$ cat src/core/vllc_map.svh
// offsets-free constant map: timing figures and cycle counts for the light-load controller
`ifndef VLLC_MAP_SVH
`define VLLC_MAP_SVH
// internal clock period in ns (20 MHz)
`define VLLC_CLK_NS 50
// least time -> round up, longest time -> round down, never below one cycle
`define VLLC_CYC_UP(ns) ((((ns) + `VLLC_CLK_NS - 1) / `VLLC_CLK_NS) < 1 ? 1 : \
	(((ns) + `VLLC_CLK_NS - 1) / `VLLC_CLK_NS))
`define VLLC_CYC_DN(ns) (((ns) / `VLLC_CLK_NS) < 1 ? 1 : ((ns) / `VLLC_CLK_NS))
// steady valley timeout, 6 us
`define VLLC_TOUT_STEADY_NS 6000
`define VLLC_TOUT_STEADY_CYC `VLLC_CYC_DN(`VLLC_TOUT_STEADY_NS)
// soft-start valley timeout, 100 us
`define VLLC_TOUT_START_NS 100000
`define VLLC_TOUT_START_CYC `VLLC_CYC_DN(`VLLC_TOUT_START_NS)
// longest switching period before a forced cycle, 40 us
`define VLLC_MIN_FREQ_NS 40000
`define VLLC_MIN_FREQ_CYC `VLLC_CYC_DN(`VLLC_MIN_FREQ_NS)
// max frequency clamp, 110 kHz -> least period in ns
`define VLLC_MAX_FREQ_SET_PIN_KHZ 110
`define VLLC_MAX_FREQ_SET_PIN_NS (1000000 / `VLLC_MAX_FREQ_SET_PIN_KHZ)
`define VLLC_MAX_FREQ_SET_PIN_CYC `VLLC_CYC_UP(`VLLC_MAX_FREQ_SET_PIN_NS)
// foldback dead-time at full depth, 32 us
`define VLLC_DEADTIME_NS 32000
`define VLLC_DEADTIME_CYC `VLLC_CYC_UP(`VLLC_DEADTIME_NS)
// quiet timer, 1250 us minimum
`define VLLC_QUIET_NS 1250000
`define VLLC_QUIET_CYC `VLLC_CYC_UP(`VLLC_QUIET_NS)
// burst minimum pulse count, valley count, reset valley
`define VLLC_BURST_PULSES 3
`define VLLC_VALLEYS 6
`define VLLC_VALLEY_RST 1
`endif

$ cat src/core/vllc_pkg.sv
// types shared by the light-load controller files
package vllc_pkg;
	// switching cycle phase
	typedef enum logic [1:0] {
		VLLC_C_ON = 2'b00,
		VLLC_C_OFF = 2'b01,
		VLLC_C_DEAD = 2'b10,
		VLLC_C_WAIT = 2'b11
	} vllc_cyc_t;
	// quiet-skip burst phase
	typedef enum logic [1:0] {
		VLLC_B_OFF = 2'b00,
		VLLC_B_STOP = 2'b01,
		VLLC_B_RUN = 2'b10
	} vllc_burst_t;
endpackage

$ cat src/core/vllc_tmr_if.sv
// timer hookup between the controller and its one-shot timers
`timescale 1ns/1ps
interface vllc_tmr_if #(parameter int W = 16);
	logic start; // one-cycle load strobe
	logic [W-1:0] load; // cycles to run
	logic expired; // level, high once run out (and after reset)
	logic fire; // one-cycle pulse at run-out
	modport ctrl (output start, output load, input expired, input fire);
	modport tmr (input start, input load, output expired, output fire);
endinterface

$ cat src/core/vllc_timer.sv
// one-shot down timer with expiry level and pulse
`timescale 1ns/1ps
module vllc_timer #(
	parameter int W = 16
) (
	input wire logic clk_i,
	input wire logic reset_i,
	vllc_tmr_if.tmr t
);
	logic [W-1:0] cnt_reg; // remaining cycles
	logic run_reg; // counting
	logic exp_reg; // expired level
	logic fire_reg; // run-out pulse

	// elaboration guard: the run-out test needs at least two bits of count
	if (W < 2)
		$error("vllc_timer: W too small");

	////////////////////////////////////////////////////////////////////////////////
	// counting: a fresh start always wins over a run-out in the same cycle
	always_ff @(posedge clk_i or posedge reset_i)
	begin
		if (reset_i)
		begin
			cnt_reg <= '0;
			run_reg <= 1'b0;
			exp_reg <= 1'b1; // idle timer reads as expired
			fire_reg <= 1'b0;
		end
		else if (t.start)
		begin
			cnt_reg <= t.load;
			run_reg <= 1'b1;
			exp_reg <= 1'b0;
			fire_reg <= 1'b0;
		end
		else if (run_reg && cnt_reg <= W'(1))
		begin
			cnt_reg <= '0;
			run_reg <= 1'b0;
			exp_reg <= 1'b1;
			fire_reg <= 1'b1;
		end
		else
		begin
			cnt_reg <= run_reg ? cnt_reg - W'(1) : cnt_reg;
			fire_reg <= 1'b0;
		end
	end

	assign t.expired = exp_reg;
	assign t.fire = fire_reg;
endmodule // vllc_timer

$ cat src/core/vllc_ctrl.sv
// valley lockout, foldback, min/max frequency and quiet-skip gate drive control
`timescale 1ns/1ps
`include "vllc_map.svh"
module vllc_ctrl #(
	parameter int QUIET_CYC = `VLLC_QUIET_CYC, // quiet timer length, shortenable
	parameter int TW = 16 // timer width
) (
	input wire logic clk_i,
	input wire logic reset_i,
	input wire logic max_freq_set_pin_disable_i, // max_freq_set_pin above 4 V
	input wire logic demag_sense_i, // demag_sense below trigger level
	input wire logic cs_trip_i, // peak current reached, ends pulse
	input wire logic soft_start_i, // soft-start ramp active
	input wire logic [4:0] fb_below_fall_i, // feedback_level below falling thresholds
	input wire logic [4:0] fb_above_rise_i, // feedback_level above rising thresholds
	input wire logic fb_below_ff_i, // feedback_level below 0.6 V
	input wire logic fb_above_ramp_i, // feedback_level above dead-time ramp
	input wire logic fb_below_skip_i, // feedback_level below skip level
	input wire logic fb_above_skip_exit_i, // above skip plus skip_exit_hysteresis
	input wire logic fb_above_burst_exit_i, // feedback_level above 800 mV
	output logic gate_drive_o, // gate_drive
	output logic [2:0] valley_sel_o, // selected valley 1..6
	output logic foldback_mode_o, // foldback_mode active
	output logic peak_freeze_o, // peak setpoint frozen at 0.2 V
	output logic burst_mode_o, // quiet-skip burst mode
	output logic [9:0] dt_ramp_o // dead-time ramp code, 0 = 0.6 V
);
	localparam logic [2:0] VALLEY_MAX = 3'(`VLLC_VALLEYS);
	localparam logic [2:0] VALLEY_RST = 3'(`VLLC_VALLEY_RST);
	localparam logic [9:0] MINF_CYC = 10'(`VLLC_MIN_FREQ_CYC);
	localparam logic [9:0] MAX_FREQ_SET_PIN_CYC = 10'(`VLLC_MAX_FREQ_SET_PIN_CYC);
	localparam logic [9:0] DT_CYC = 10'(`VLLC_DEADTIME_CYC);
	localparam logic [1:0] BURST_N = 2'(`VLLC_BURST_PULSES);
	localparam logic [TW-1:0] TOUT_ST = TW'(`VLLC_TOUT_STEADY_CYC);
	localparam logic [TW-1:0] TOUT_SS = TW'(`VLLC_TOUT_START_CYC);

	// elaboration guards: the timers must hold the longest load
	if (QUIET_CYC < 2 || QUIET_CYC >= (1 << TW))
		$error("vllc_ctrl: QUIET_CYC does not fit the timer");
	if (`VLLC_TOUT_START_CYC >= (1 << TW))
		$error("vllc_ctrl: timeout does not fit the timer");
	vllc_pkg::vllc_cyc_t state_reg; // cycle phase
	vllc_pkg::vllc_burst_t bstate_reg; // burst phase
	vllc_pkg::vllc_burst_t bstate_next;
	logic [2:0] sel_reg; // selected valley
	logic [2:0] vcnt_reg; // valleys counted this off-time
	logic ff_reg; // foldback active
	logic gate_reg; // gate drive
	logic burst_reg; // burst output copy
	logic demag_q_reg; // last demag level, for edge
	logic demag_done_reg; // a true demag seen since turn-off
	logic [9:0] per_reg; // cycles since last turn-on, saturating
	logic [9:0] dt_reg; // dead-time elapsed
	logic [1:0] bcnt_reg; // burst pulses, saturating at 3
	logic stop_pend_reg; // skip-in seen during burst run
	logic demag_evt; // demag trigger edge
	logic valley_evt; // valley or timeout substitute
	logic minf_hit; // 40 us period reached
	logic burst_allow; // burst control lets a pulse start
	logic start_ok; // pulse may start this cycle
	logic start_evt; // pulse starts this cycle
	logic off_evt; // pulse ends this cycle
	vllc_tmr_if #(.W(TW)) tout ();
	vllc_tmr_if #(.W(TW)) quiet ();
	vllc_timer #(.W(TW)) u_tout (
		.clk_i(clk_i),
		.reset_i(reset_i),
		.t(tout)
	);
	vllc_timer #(.W(TW)) u_quiet (
		.clk_i(clk_i),
		.reset_i(reset_i),
		.t(quiet)
	);
	////////////////////////////////////////////////////////////////////////////////
	// event decode; comparators are already on this clock, so no synchroniser
	assign demag_evt = demag_sense_i && !demag_q_reg;
	// a timeout only counts while waiting in the off-time
	assign valley_evt = (state_reg == vllc_pkg::VLLC_C_OFF) &&
		(demag_evt || tout.fire);
	assign minf_hit = per_reg >= MINF_CYC - 10'(1);
	assign off_evt = (state_reg == vllc_pkg::VLLC_C_ON) && cs_trip_i;

	// burst gating only blocks new starts, so a running pulse always completes
	always_comb
	begin
		case (bstate_reg)
			vllc_pkg::VLLC_B_OFF: burst_allow = !fb_below_skip_i;
			vllc_pkg::VLLC_B_RUN: burst_allow = !(stop_pend_reg && bcnt_reg == BURST_N);
			default: burst_allow = 1'b0; // stopped burst
		endcase
	end

	// the clamp is measured turn-on to turn-on
	assign start_ok = burst_allow && (max_freq_set_pin_disable_i || per_reg >= MAX_FREQ_SET_PIN_CYC);
	assign start_evt = (state_reg == vllc_pkg::VLLC_C_WAIT) && start_ok;
	////////////////////////////////////////////////////////////////////////////////
	// valley timeout restarts at turn-off, and in the off-time on every demag edge and on itself
	always_comb
	begin
		tout.start = off_evt || valley_evt;
		tout.load = soft_start_i ? TOUT_SS : TOUT_ST;
	end

	// quiet timer starts when a burst resumes on skip exit
	always_comb
	begin
		quiet.start = (bstate_reg == vllc_pkg::VLLC_B_STOP) &&
			(bstate_next == vllc_pkg::VLLC_B_RUN);
		quiet.load = TW'(QUIET_CYC);
	end
	////////////////////////////////////////////////////////////////////////////////
	// valley selection with hysteresis; one step per clock keeps it monotonic
	always_ff @(posedge clk_i or posedge reset_i)
	begin
		if (reset_i)
			sel_reg <= VALLEY_RST;
		else if (sel_reg < VALLEY_MAX && fb_below_fall_i[sel_reg - 3'(1)])
			sel_reg <= sel_reg + 3'(1);
		else if (sel_reg > VALLEY_RST && fb_above_rise_i[sel_reg - 3'(2)])
			sel_reg <= sel_reg - 3'(1);
	end

	// foldback: only from the sixth valley; its own comparator carries hysteresis
	always_ff @(posedge clk_i or posedge reset_i)
	begin
		if (reset_i)
			ff_reg <= 1'b0;
		else if (sel_reg == VALLEY_MAX && fb_below_ff_i)
			ff_reg <= 1'b1;
		else if (!fb_below_ff_i)
			ff_reg <= 1'b0;
	end
	////////////////////////////////////////////////////////////////////////////////
	// switching cycle
	always_ff @(posedge clk_i or posedge reset_i)
	begin
		if (reset_i)
		begin
			state_reg <= vllc_pkg::VLLC_C_OFF;
			gate_reg <= 1'b0;
			vcnt_reg <= '0;
		end
		else
		begin
			case (state_reg)
				vllc_pkg::VLLC_C_ON:
				begin
					// turn-off only by the peak current comparator
					if (cs_trip_i)
					begin
						state_reg <= vllc_pkg::VLLC_C_OFF;
						gate_reg <= 1'b0;
						vcnt_reg <= '0;
					end
				end
				vllc_pkg::VLLC_C_OFF:
				begin
					if (valley_evt && vcnt_reg + 3'(1) >= sel_reg)
						state_reg <= ff_reg ? vllc_pkg::VLLC_C_DEAD
							: vllc_pkg::VLLC_C_WAIT;
					else if (minf_hit && demag_done_reg)
						state_reg <= vllc_pkg::VLLC_C_WAIT;
					else if (valley_evt)
						vcnt_reg <= vcnt_reg + 3'(1);
				end
				vllc_pkg::VLLC_C_DEAD:
				begin
					// ramp starts at 0.6 V, so no step on entering foldback
					// a forced cycle still needs a real demag edge, timeouts do not count
					if (fb_above_ramp_i || dt_reg >= DT_CYC || (minf_hit && demag_done_reg))
						state_reg <= vllc_pkg::VLLC_C_WAIT;
				end
				vllc_pkg::VLLC_C_WAIT:
				begin
					if (start_ok)
					begin
						state_reg <= vllc_pkg::VLLC_C_ON;
						gate_reg <= 1'b1;
					end
				end
				default:
				begin
					state_reg <= vllc_pkg::VLLC_C_OFF;
					gate_reg <= 1'b0;
				end
			endcase
		end
	end

	// demag bookkeeping: only a real trip marks the end of demagnetization
	always_ff @(posedge clk_i or posedge reset_i)
	begin
		if (reset_i)
		begin
			demag_q_reg <= 1'b0;
			demag_done_reg <= 1'b0;
		end
		else
		begin
			demag_q_reg <= demag_sense_i;
			if (demag_evt && state_reg != vllc_pkg::VLLC_C_ON)
				demag_done_reg <= 1'b1;
			else if (off_evt)
				demag_done_reg <= 1'b0;
		end
	end

	// period counter, saturating so a long skip never wraps
	always_ff @(posedge clk_i or posedge reset_i)
	begin
		if (reset_i)
			per_reg <= '0;
		else if (start_evt)
			per_reg <= '0;
		else if (per_reg != 10'h3ff)
			per_reg <= per_reg + 10'(1);
	end

	// dead-time counter also drives the external ramp reference
	always_ff @(posedge clk_i or posedge reset_i)
	begin
		if (reset_i)
			dt_reg <= '0;
		else if (state_reg == vllc_pkg::VLLC_C_DEAD && dt_reg < DT_CYC)
			dt_reg <= dt_reg + 10'(1);
		else if (state_reg != vllc_pkg::VLLC_C_DEAD)
			dt_reg <= '0;
	end
	////////////////////////////////////////////////////////////////////////////////
	// burst phase decision; the 800 mV exit overrides the quiet timer
	always_comb
	begin
		bstate_next = bstate_reg;
		case (bstate_reg)
			vllc_pkg::VLLC_B_OFF:
			begin
				if (fb_below_skip_i)
					bstate_next = vllc_pkg::VLLC_B_STOP;
			end
			vllc_pkg::VLLC_B_STOP:
			begin
				if (fb_above_burst_exit_i)
					bstate_next = vllc_pkg::VLLC_B_OFF;
				else if (fb_above_skip_exit_i && quiet.expired)
					bstate_next = vllc_pkg::VLLC_B_RUN;
			end
			vllc_pkg::VLLC_B_RUN:
			begin
				if (fb_above_burst_exit_i)
					bstate_next = vllc_pkg::VLLC_B_OFF;
				else if (stop_pend_reg && bcnt_reg == BURST_N &&
					state_reg != vllc_pkg::VLLC_C_ON)
					bstate_next = vllc_pkg::VLLC_B_STOP;
			end
			default: bstate_next = vllc_pkg::VLLC_B_OFF;
		endcase
	end

	always_ff @(posedge clk_i or posedge reset_i)
	begin
		if (reset_i)
		begin
			bstate_reg <= vllc_pkg::VLLC_B_OFF;
			burst_reg <= 1'b0;
		end
		else
		begin
			bstate_reg <= bstate_next;
			burst_reg <= bstate_next != vllc_pkg::VLLC_B_OFF;
		end
	end

	// burst pulse counter, cleared as each burst resumes
	always_ff @(posedge clk_i or posedge reset_i)
	begin
		if (reset_i)
			bcnt_reg <= '0;
		else if (quiet.start)
			bcnt_reg <= '0;
		else if (start_evt && bstate_reg == vllc_pkg::VLLC_B_RUN && bcnt_reg != BURST_N)
			bcnt_reg <= bcnt_reg + 2'(1);
	end

	// skip-in during a run is remembered; a new skip-in wins over the clear
	always_ff @(posedge clk_i or posedge reset_i)
	begin
		if (reset_i)
			stop_pend_reg <= 1'b0;
		else if (bstate_reg == vllc_pkg::VLLC_B_RUN && fb_below_skip_i)
			stop_pend_reg <= 1'b1;
		else if (bstate_next != vllc_pkg::VLLC_B_RUN)
			stop_pend_reg <= 1'b0;
	end
	////////////////////////////////////////////////////////////////////////////////
	// outputs, all from flops
	assign gate_drive_o = gate_reg;
	assign valley_sel_o = sel_reg;
	assign foldback_mode_o = ff_reg;
	assign peak_freeze_o = ff_reg;
	assign burst_mode_o = burst_reg;
	assign dt_ramp_o = dt_reg;
endmodule // vllc_ctrl

$ cat config.mk
export PLATFORM = sky130hd
export DESIGN_NAME = vllc_ctrl
export DESIGN_NICKNAME = d
export VERILOG_FILES = /design/src/core/vllc_pkg.sv /design/src/core/vllc_tmr_if.sv /design/src/core/vllc_timer.sv /design/src/core/vllc_ctrl.sv
export VERILOG_INCLUDE_DIRS = /design/src /design/src/core
export SDC_FILE = /design/constraint.sdc
export NUM_CORES = 1
export LEC_CHECK = 0
export BUFFER_PORTS_ARGS = -buffer_cell sky130_fd_sc_hd__buf_4
export CORE_MARGIN = 2
export CORE_UTILIZATION = 55
export CTS_BUF_LIST = sky130_fd_sc_hd__clkbuf_8
export CTS_CLUSTER_SIZE = 14
export DETAILED_ROUTE_END_ITERATION = 16
export PLACE_DENSITY_LB_ADDON = 0.08
export SETUP_SLACK_MARGIN = 0.02
export SLEW_MARGIN = 20
export SYNTH_ARGS = -nofsm -noshare
export SYNTH_HDL_FRONTEND = slang
export SYNTH_SLANG_ARGS = --single-unit
$ cat constraint.sdc
create_clock -name clk_i -period 4.8 [get_ports clk_i]
set_input_delay 0.24 -clock clk_i [delete_from_list [all_inputs] [get_ports clk_i]]
set_output_delay 0.24 -clock clk_i [all_outputs]
set_load 0.05 [all_outputs]
== After elaboration in Yosys (flattened, before gate mapping) ==
Cells that the tools add are included.
Word-level totals
  bits in registers: 74
  input port bits: 21
  output and inout bits: 17
  word-level logic and storage cells: 162
Cells by class
  add/sub/neg operators: 9
  $lt $le $gt $ge: 11
  equal/unequal tests: 20
  multiplexer cells: 55
  reductions and logical operators: 48
Operators with widths (number)
  16-bit two-way mux: 6
  10-bit two-way mux: 4
  16-bit by 1-bit <= comparator with 1-bit output, second input constant: 2
  16-bit by 1-bit subtractor with 16-bit output, second input constant: 2
  2-bit two-way mux: 12
  2-bit nonzero test: 12
  1-bit logical AND: 21
  10-bit by 1-bit adder with 10-bit output, second input constant: 2
  10-bit >= comparator, second input constant: 2
  1-bit two-way mux: 19
  3-bit two-way mux: 6
  2-bit inequality test, second input constant: 9
  11-bit two-way mux: 1
  2-bit equality test, second input constant: 5
  10-bit by 8-bit >= comparator with 1-bit output, second input constant: 1
  10-bit less-than comparator, second input constant: 1
  10-bit inequality test, second input constant: 1
  3-bit by 4-bit less-than comparator with 1-bit output, second input constant: 2
  2-bit one-hot mux with 4 select lines: 1
  3-bit by 1-bit adder with 3-bit output, second input constant: 2
  1-bit binary-select mux with 3-bit select: 2
  2-bit one-hot mux with 3 select lines: 1
  3-bit one-hot mux with 2 select lines: 1
  3-bit nonzero test: 2
  other kinds (17): 26

== Depth between registers and ports, before layout ==
  depth after elaboration: 10
  gate-level depth with buffers: 8
  gate-level depth less buffers: 8

== Modules after synthesis ==
Synthesis repeated with hierarchy kept, for this count alone.
Second synthesis, totals
  cell total of the unflattened synthesis: 500
  area, all modules: 4832.1 um^2
Modules (own cells, without submodules)
  vllc_ctrl: times used 1, cells each 254, area each 2419.8 um^2, sequential area each 953.4 um^2
  vllc_timer: times used 2, cells each 123, area each 1206.2 um^2, sequential area each 476.7 um^2

== Worst setup path before layout ==
No wires, ideal clock.
  path type: register -> register
  start: reg sel_reg[0] (netlist: valley_sel_o[0])
  end: reg sel_reg[1] (netlist: valley_sel_o[1])
  library setup time: 0.124 ns
  arrival: 2.260 ns
  required time: 4.676 ns
  path slack: 2.416 ns
  cell stages (with the launch flop): 9
  buffers on the path: 1
  clock period less this slack: 2.384 ns
  cells stage by stage: dfstp_2 -> clkbuf_1 -> inv_1 -> ha_1 -> mux4_2 -> mux2i_1 -> nor2_1 -> nor3b_1 -> a211o_1
On the way
  longest elaborated chain between the ends: 5
  elaborated cells on any way between the ends: 14
  classes of those cells: add/sub (3); order compare (2); mux (6); reduce/logical (3)
Ends and longest elaborated chain
  start, declared: line vllc_ctrl.sv:45  | logic [2:0] sel_reg;
  start signal, assigned: line vllc_ctrl.sv:119  | sel_reg <= sel_reg + 3'(1);
  start signal, assigned: line vllc_ctrl.sv:121  | sel_reg <= sel_reg - 3'(1);
  3-bit by 1-bit subtractor with 3-bit output / 3-bit by 2-bit subtractor with 3-bit output (equally long branches): line vllc_ctrl.sv:118, vllc_ctrl.sv:121, vllc_ctrl.sv:120
  1-bit binary-select mux with 3-bit select (on tied branches): line vllc_ctrl.sv:118, vllc_ctrl.sv:120
  1-bit two-way mux (on tied branches): line vllc_ctrl.sv:118, vllc_ctrl.sv:120
  1-bit logical AND (on tied branches): line vllc_ctrl.sv:118, vllc_ctrl.sv:120
  3-bit two-way mux / 2-bit nonzero test (equally long branches)
Parallel ways exist; a longest one is shown, timed or not. The select of a mux whose other input is x is not followed.
A chain may end at the register's enable or synchronous reset.

== Worst setup path after layout ==
  start: reg u_tout.cnt_reg[11]
  end: reg u_tout.cnt_reg[0]
On the way
  longest elaborated chain between the ends: 4
  elaborated cells on any way between the ends: 5
  classes of those cells: order compare (1); mux (2); reduce/logical (2)
Ends and longest elaborated chain
  start, declared: line vllc_timer.sv:10  | logic [W-1:0] cnt_reg;
  start signal, assigned: line vllc_timer.sv:32  | cnt_reg <= t.load;
  start signal, assigned: line vllc_timer.sv:46  | cnt_reg <= run_reg ? cnt_reg - W'(1) : cnt_reg;
  16-bit by 1-bit <= comparator with 1-bit output *: line vllc_timer.sv:37  | else if (run_reg && cnt_reg <= W'(1))
  1-bit logical AND *: line vllc_timer.sv:37
  16-bit two-way mux: line vllc_timer.sv:37
  16-bit two-way mux: line vllc_timer.sv:30  | else if (t.start)
Mark *: on every way between the ends. The rest lies on a longest branch, timed or not.

==> results_dict.tcl <==
set metrics [dict create \
    status "finished, final reports clean" \
    insertion_delay_ns 0.34 \
    tns_ns 0 \
    final_nets 542 \
    synth_compound_area_share_pct 15.81 \
    hold_buffers 0 \
    grt_overflow 0 \
    synth_warnings 0 \
    crit_arrival_ns 2.74 \
    crit_required_ns 5.02 \
    num_rows 32 \
    htree_levels 3 \
    tightest_slew_ns 0.8988 \
    routedWlPerCell_um 15.15 \
    synth-seq-area-share_pct 42.94 \
    start_kind "flip-flop" \
    multi_input_area_um2 2315 \
    drcViolationCount 0 \
    first_pass_iters 5 \
    slew_headroom_pct 39.62 \
    synth.most_common_cell "dfrtp_1" \
    synth_top_area_share_pct 41.11 \
    io-pin-count 38 \
    antenna_found_initial 0 \
    synth_flop_cell "dfrtp_1" \
    synth_top_family_by_area "simple AND/OR/NAND/NOR gates" \
    cp-end-kind "flip-flop" \
    worstSetupPathType "flip-flop to flip-flop" \
    die_h_um 92.64 \
    vias 3569 \
    yosys-top-cells-count "71 x dfrtp_1, 39 x nor2_1, 34 x nand2_1" \
    start_util_pct 56.22 \
    synthAdderAreaFrac_pct 6.948 \
    grt_usage_pct 22.23 \
    grt_pass1_vias 3438 \
    design.core.area_um2 7687 \
    hold_path.class "primary input to flip-flop" \
    fin_util_pct 63.92 \
    synthCells 461 \
    clock.fmax_ghz 0.3968 \
    irDropWorstVdd_mv 0.3088 \
    synth_top_area_cell "dfrtp_1" \
    numCtsBuffers 9 \
    syn_nets 506 \
    drt_iter0_drc 192 \
    rsz0062_at_grt "no" \
    place_congestion 0.8508 \
    muxShareOfSynthArea_pct 2.403 \
    seqCellArea_um2 1856 \
    clockRootBuffer "clkbuf_8" \
    antennaDiodeCount 0 \
    cts_setup_buffers 0 \
    period_share_pct 52.51 \
    synth_area_per_cell_um2 9.375 \
    drive_gt1_share_pct 15.34 \
    vias_per_cell 5.909 \
    p_leak_nw 2.119 \
    yosys.cell_types.count 60 \
    synth-async-reset-ratio_pct 100.0 \
    synth_enable_flop_cells 0 \
    wl_um 9151 \
    cts_tree "built" \
    die_width_um 92.64 \
    crit_fanout 7 \
    drv_slew 0 \
    drv_cap 0 \
    synth.ff_latch_count 74 \
    synth_xor_area_share_pct 4.459 \
    hpwl_um 6424 \
    die_area_um2 8582 \
    mappedNetlistArea_um2 4322 \
    clockBufferDepth 2 \
    grt_pass1_wl_um 15550 \
    area_delta_synth_final_pct 13.69 \
    clk_pin_slew_ns 0.08 \
    ant_nets 0 \
    clock_skew_ns 0.01231 \
    io_buffers 37 \
    post_cts_resized 0 \
    hold_violations 0 \
    yosys-top-cells-area "dfrtp_1 41%, ha_1 6.9%, nor2_1 3.4%" \
    synthSimpleGateAreaFrac_pct 23.94 \
    grt_max_degree 41 \
    fill_cells 646 \
    powerDensity_nw_per_um2 576.7 \
    setup-violations-final 0 \
    cts.sinks 74 \
    layout_min_cycle_time_ns 2.520 \
]
==> layout make-up <==
type	count	area share [%]
flip-flops and latches	74	37.76
clock buffers	10	2.801
inverters	23	1.757
multi-input cells	351	47.11
well taps	102	2.597
repair buffers	38	5.806
clock inverters	6	2.165
==> where the power goes <==
part	total [mW]	switching (mW)	internal, mW	leakage, nW
registers	1.10	0.265	0.837	0.914
clock network	0.592	0.235	0.357	0.129
logic	1.14	0.644	0.494	1.08
==> worst max-delay path, stage by stage, from the launching register on <==
cell     delay (ns)
dfrtp_1        0.41
or4_4          0.55
or3_1          0.44
o31ai_1        0.67
nor3_1         0.09
a31o_2         0.24
==> through the flow <==
stage / setup slack (ns) / std cells / area (µm²) / total power, mW / hold slack, ns
after floorplan: 2.416 / 461 / 4322 / 1.960 / 0.2714
after global placement: 2.374 / 588 / 4669 / 2.206 / 0.3656
after detailed placement: 2.302 / 588 / 4669 / 2.245 / 0.3705
after CTS: 2.275 / 604 / 4913 / 2.846 / 0.01103
after global routing: 2.072 / 604 / 4913 / 3.050 / 0.002808
final: 2.280 / 604 / 4913 / 2.834 / 0.02127
==> per-layer routing <==
metal / wire length (µm) / global-route usage, %
met3: 325 / 3.580
met1: 4292 / 29.14
met5: 0 / 0
met2: 4459 / 37.96
met4: 74 / 6.985
==> kinds of logic (layout without fill, tap and decap cells) <==
logic type	Yosys count	in the layout
and+or+nand+nor	195	195
AOI/OAI and AO/OA	101	101
DFF	74	74
buffers and inverters	36	77
adders and majority gates	24	24
xor gates and xnor gates	22	22
muxes	9	9
==> path summary, 6_finish.rpt <==
kind	from	to	slack [ns]	depth (start not counted)
max	u_tout.cnt_reg[11]	u_tout.cnt_reg[0]	2.28	5
min	demag_sense_i	demag_q_reg	0.02	1
max reg2reg	u_tout.cnt_reg[11]	u_tout.cnt_reg[0]	2.28	5
min reg2reg	demag_done_reg	demag_done_reg	0.50	2
max in group asynchronous	reset_i	valley_sel_o[0]	3.76	3
min in group asynchronous	reset_i	u_quiet.cnt_reg[1]	0.03	2
==> cells in the final DEF, fill, tap and decap left out, types with 12 or more instances in the layout <==
| cell | n |
|---|---|
| nand2_1 | 34 |
| xnor2_1 | 14 |
| nand3_1 | 18 |
| nor3_1 | 25 |
| a21oi_1 | 14 |
| ha_1 | 24 |
| dfrtp_1 | 71 |
| inv_1 | 24 |
| o21ai_0 | 26 |
| buf_4 | 38 |
| or3_1 | 12 |
| nor2_1 | 39 |
Power figures use the tool's default switching activity.
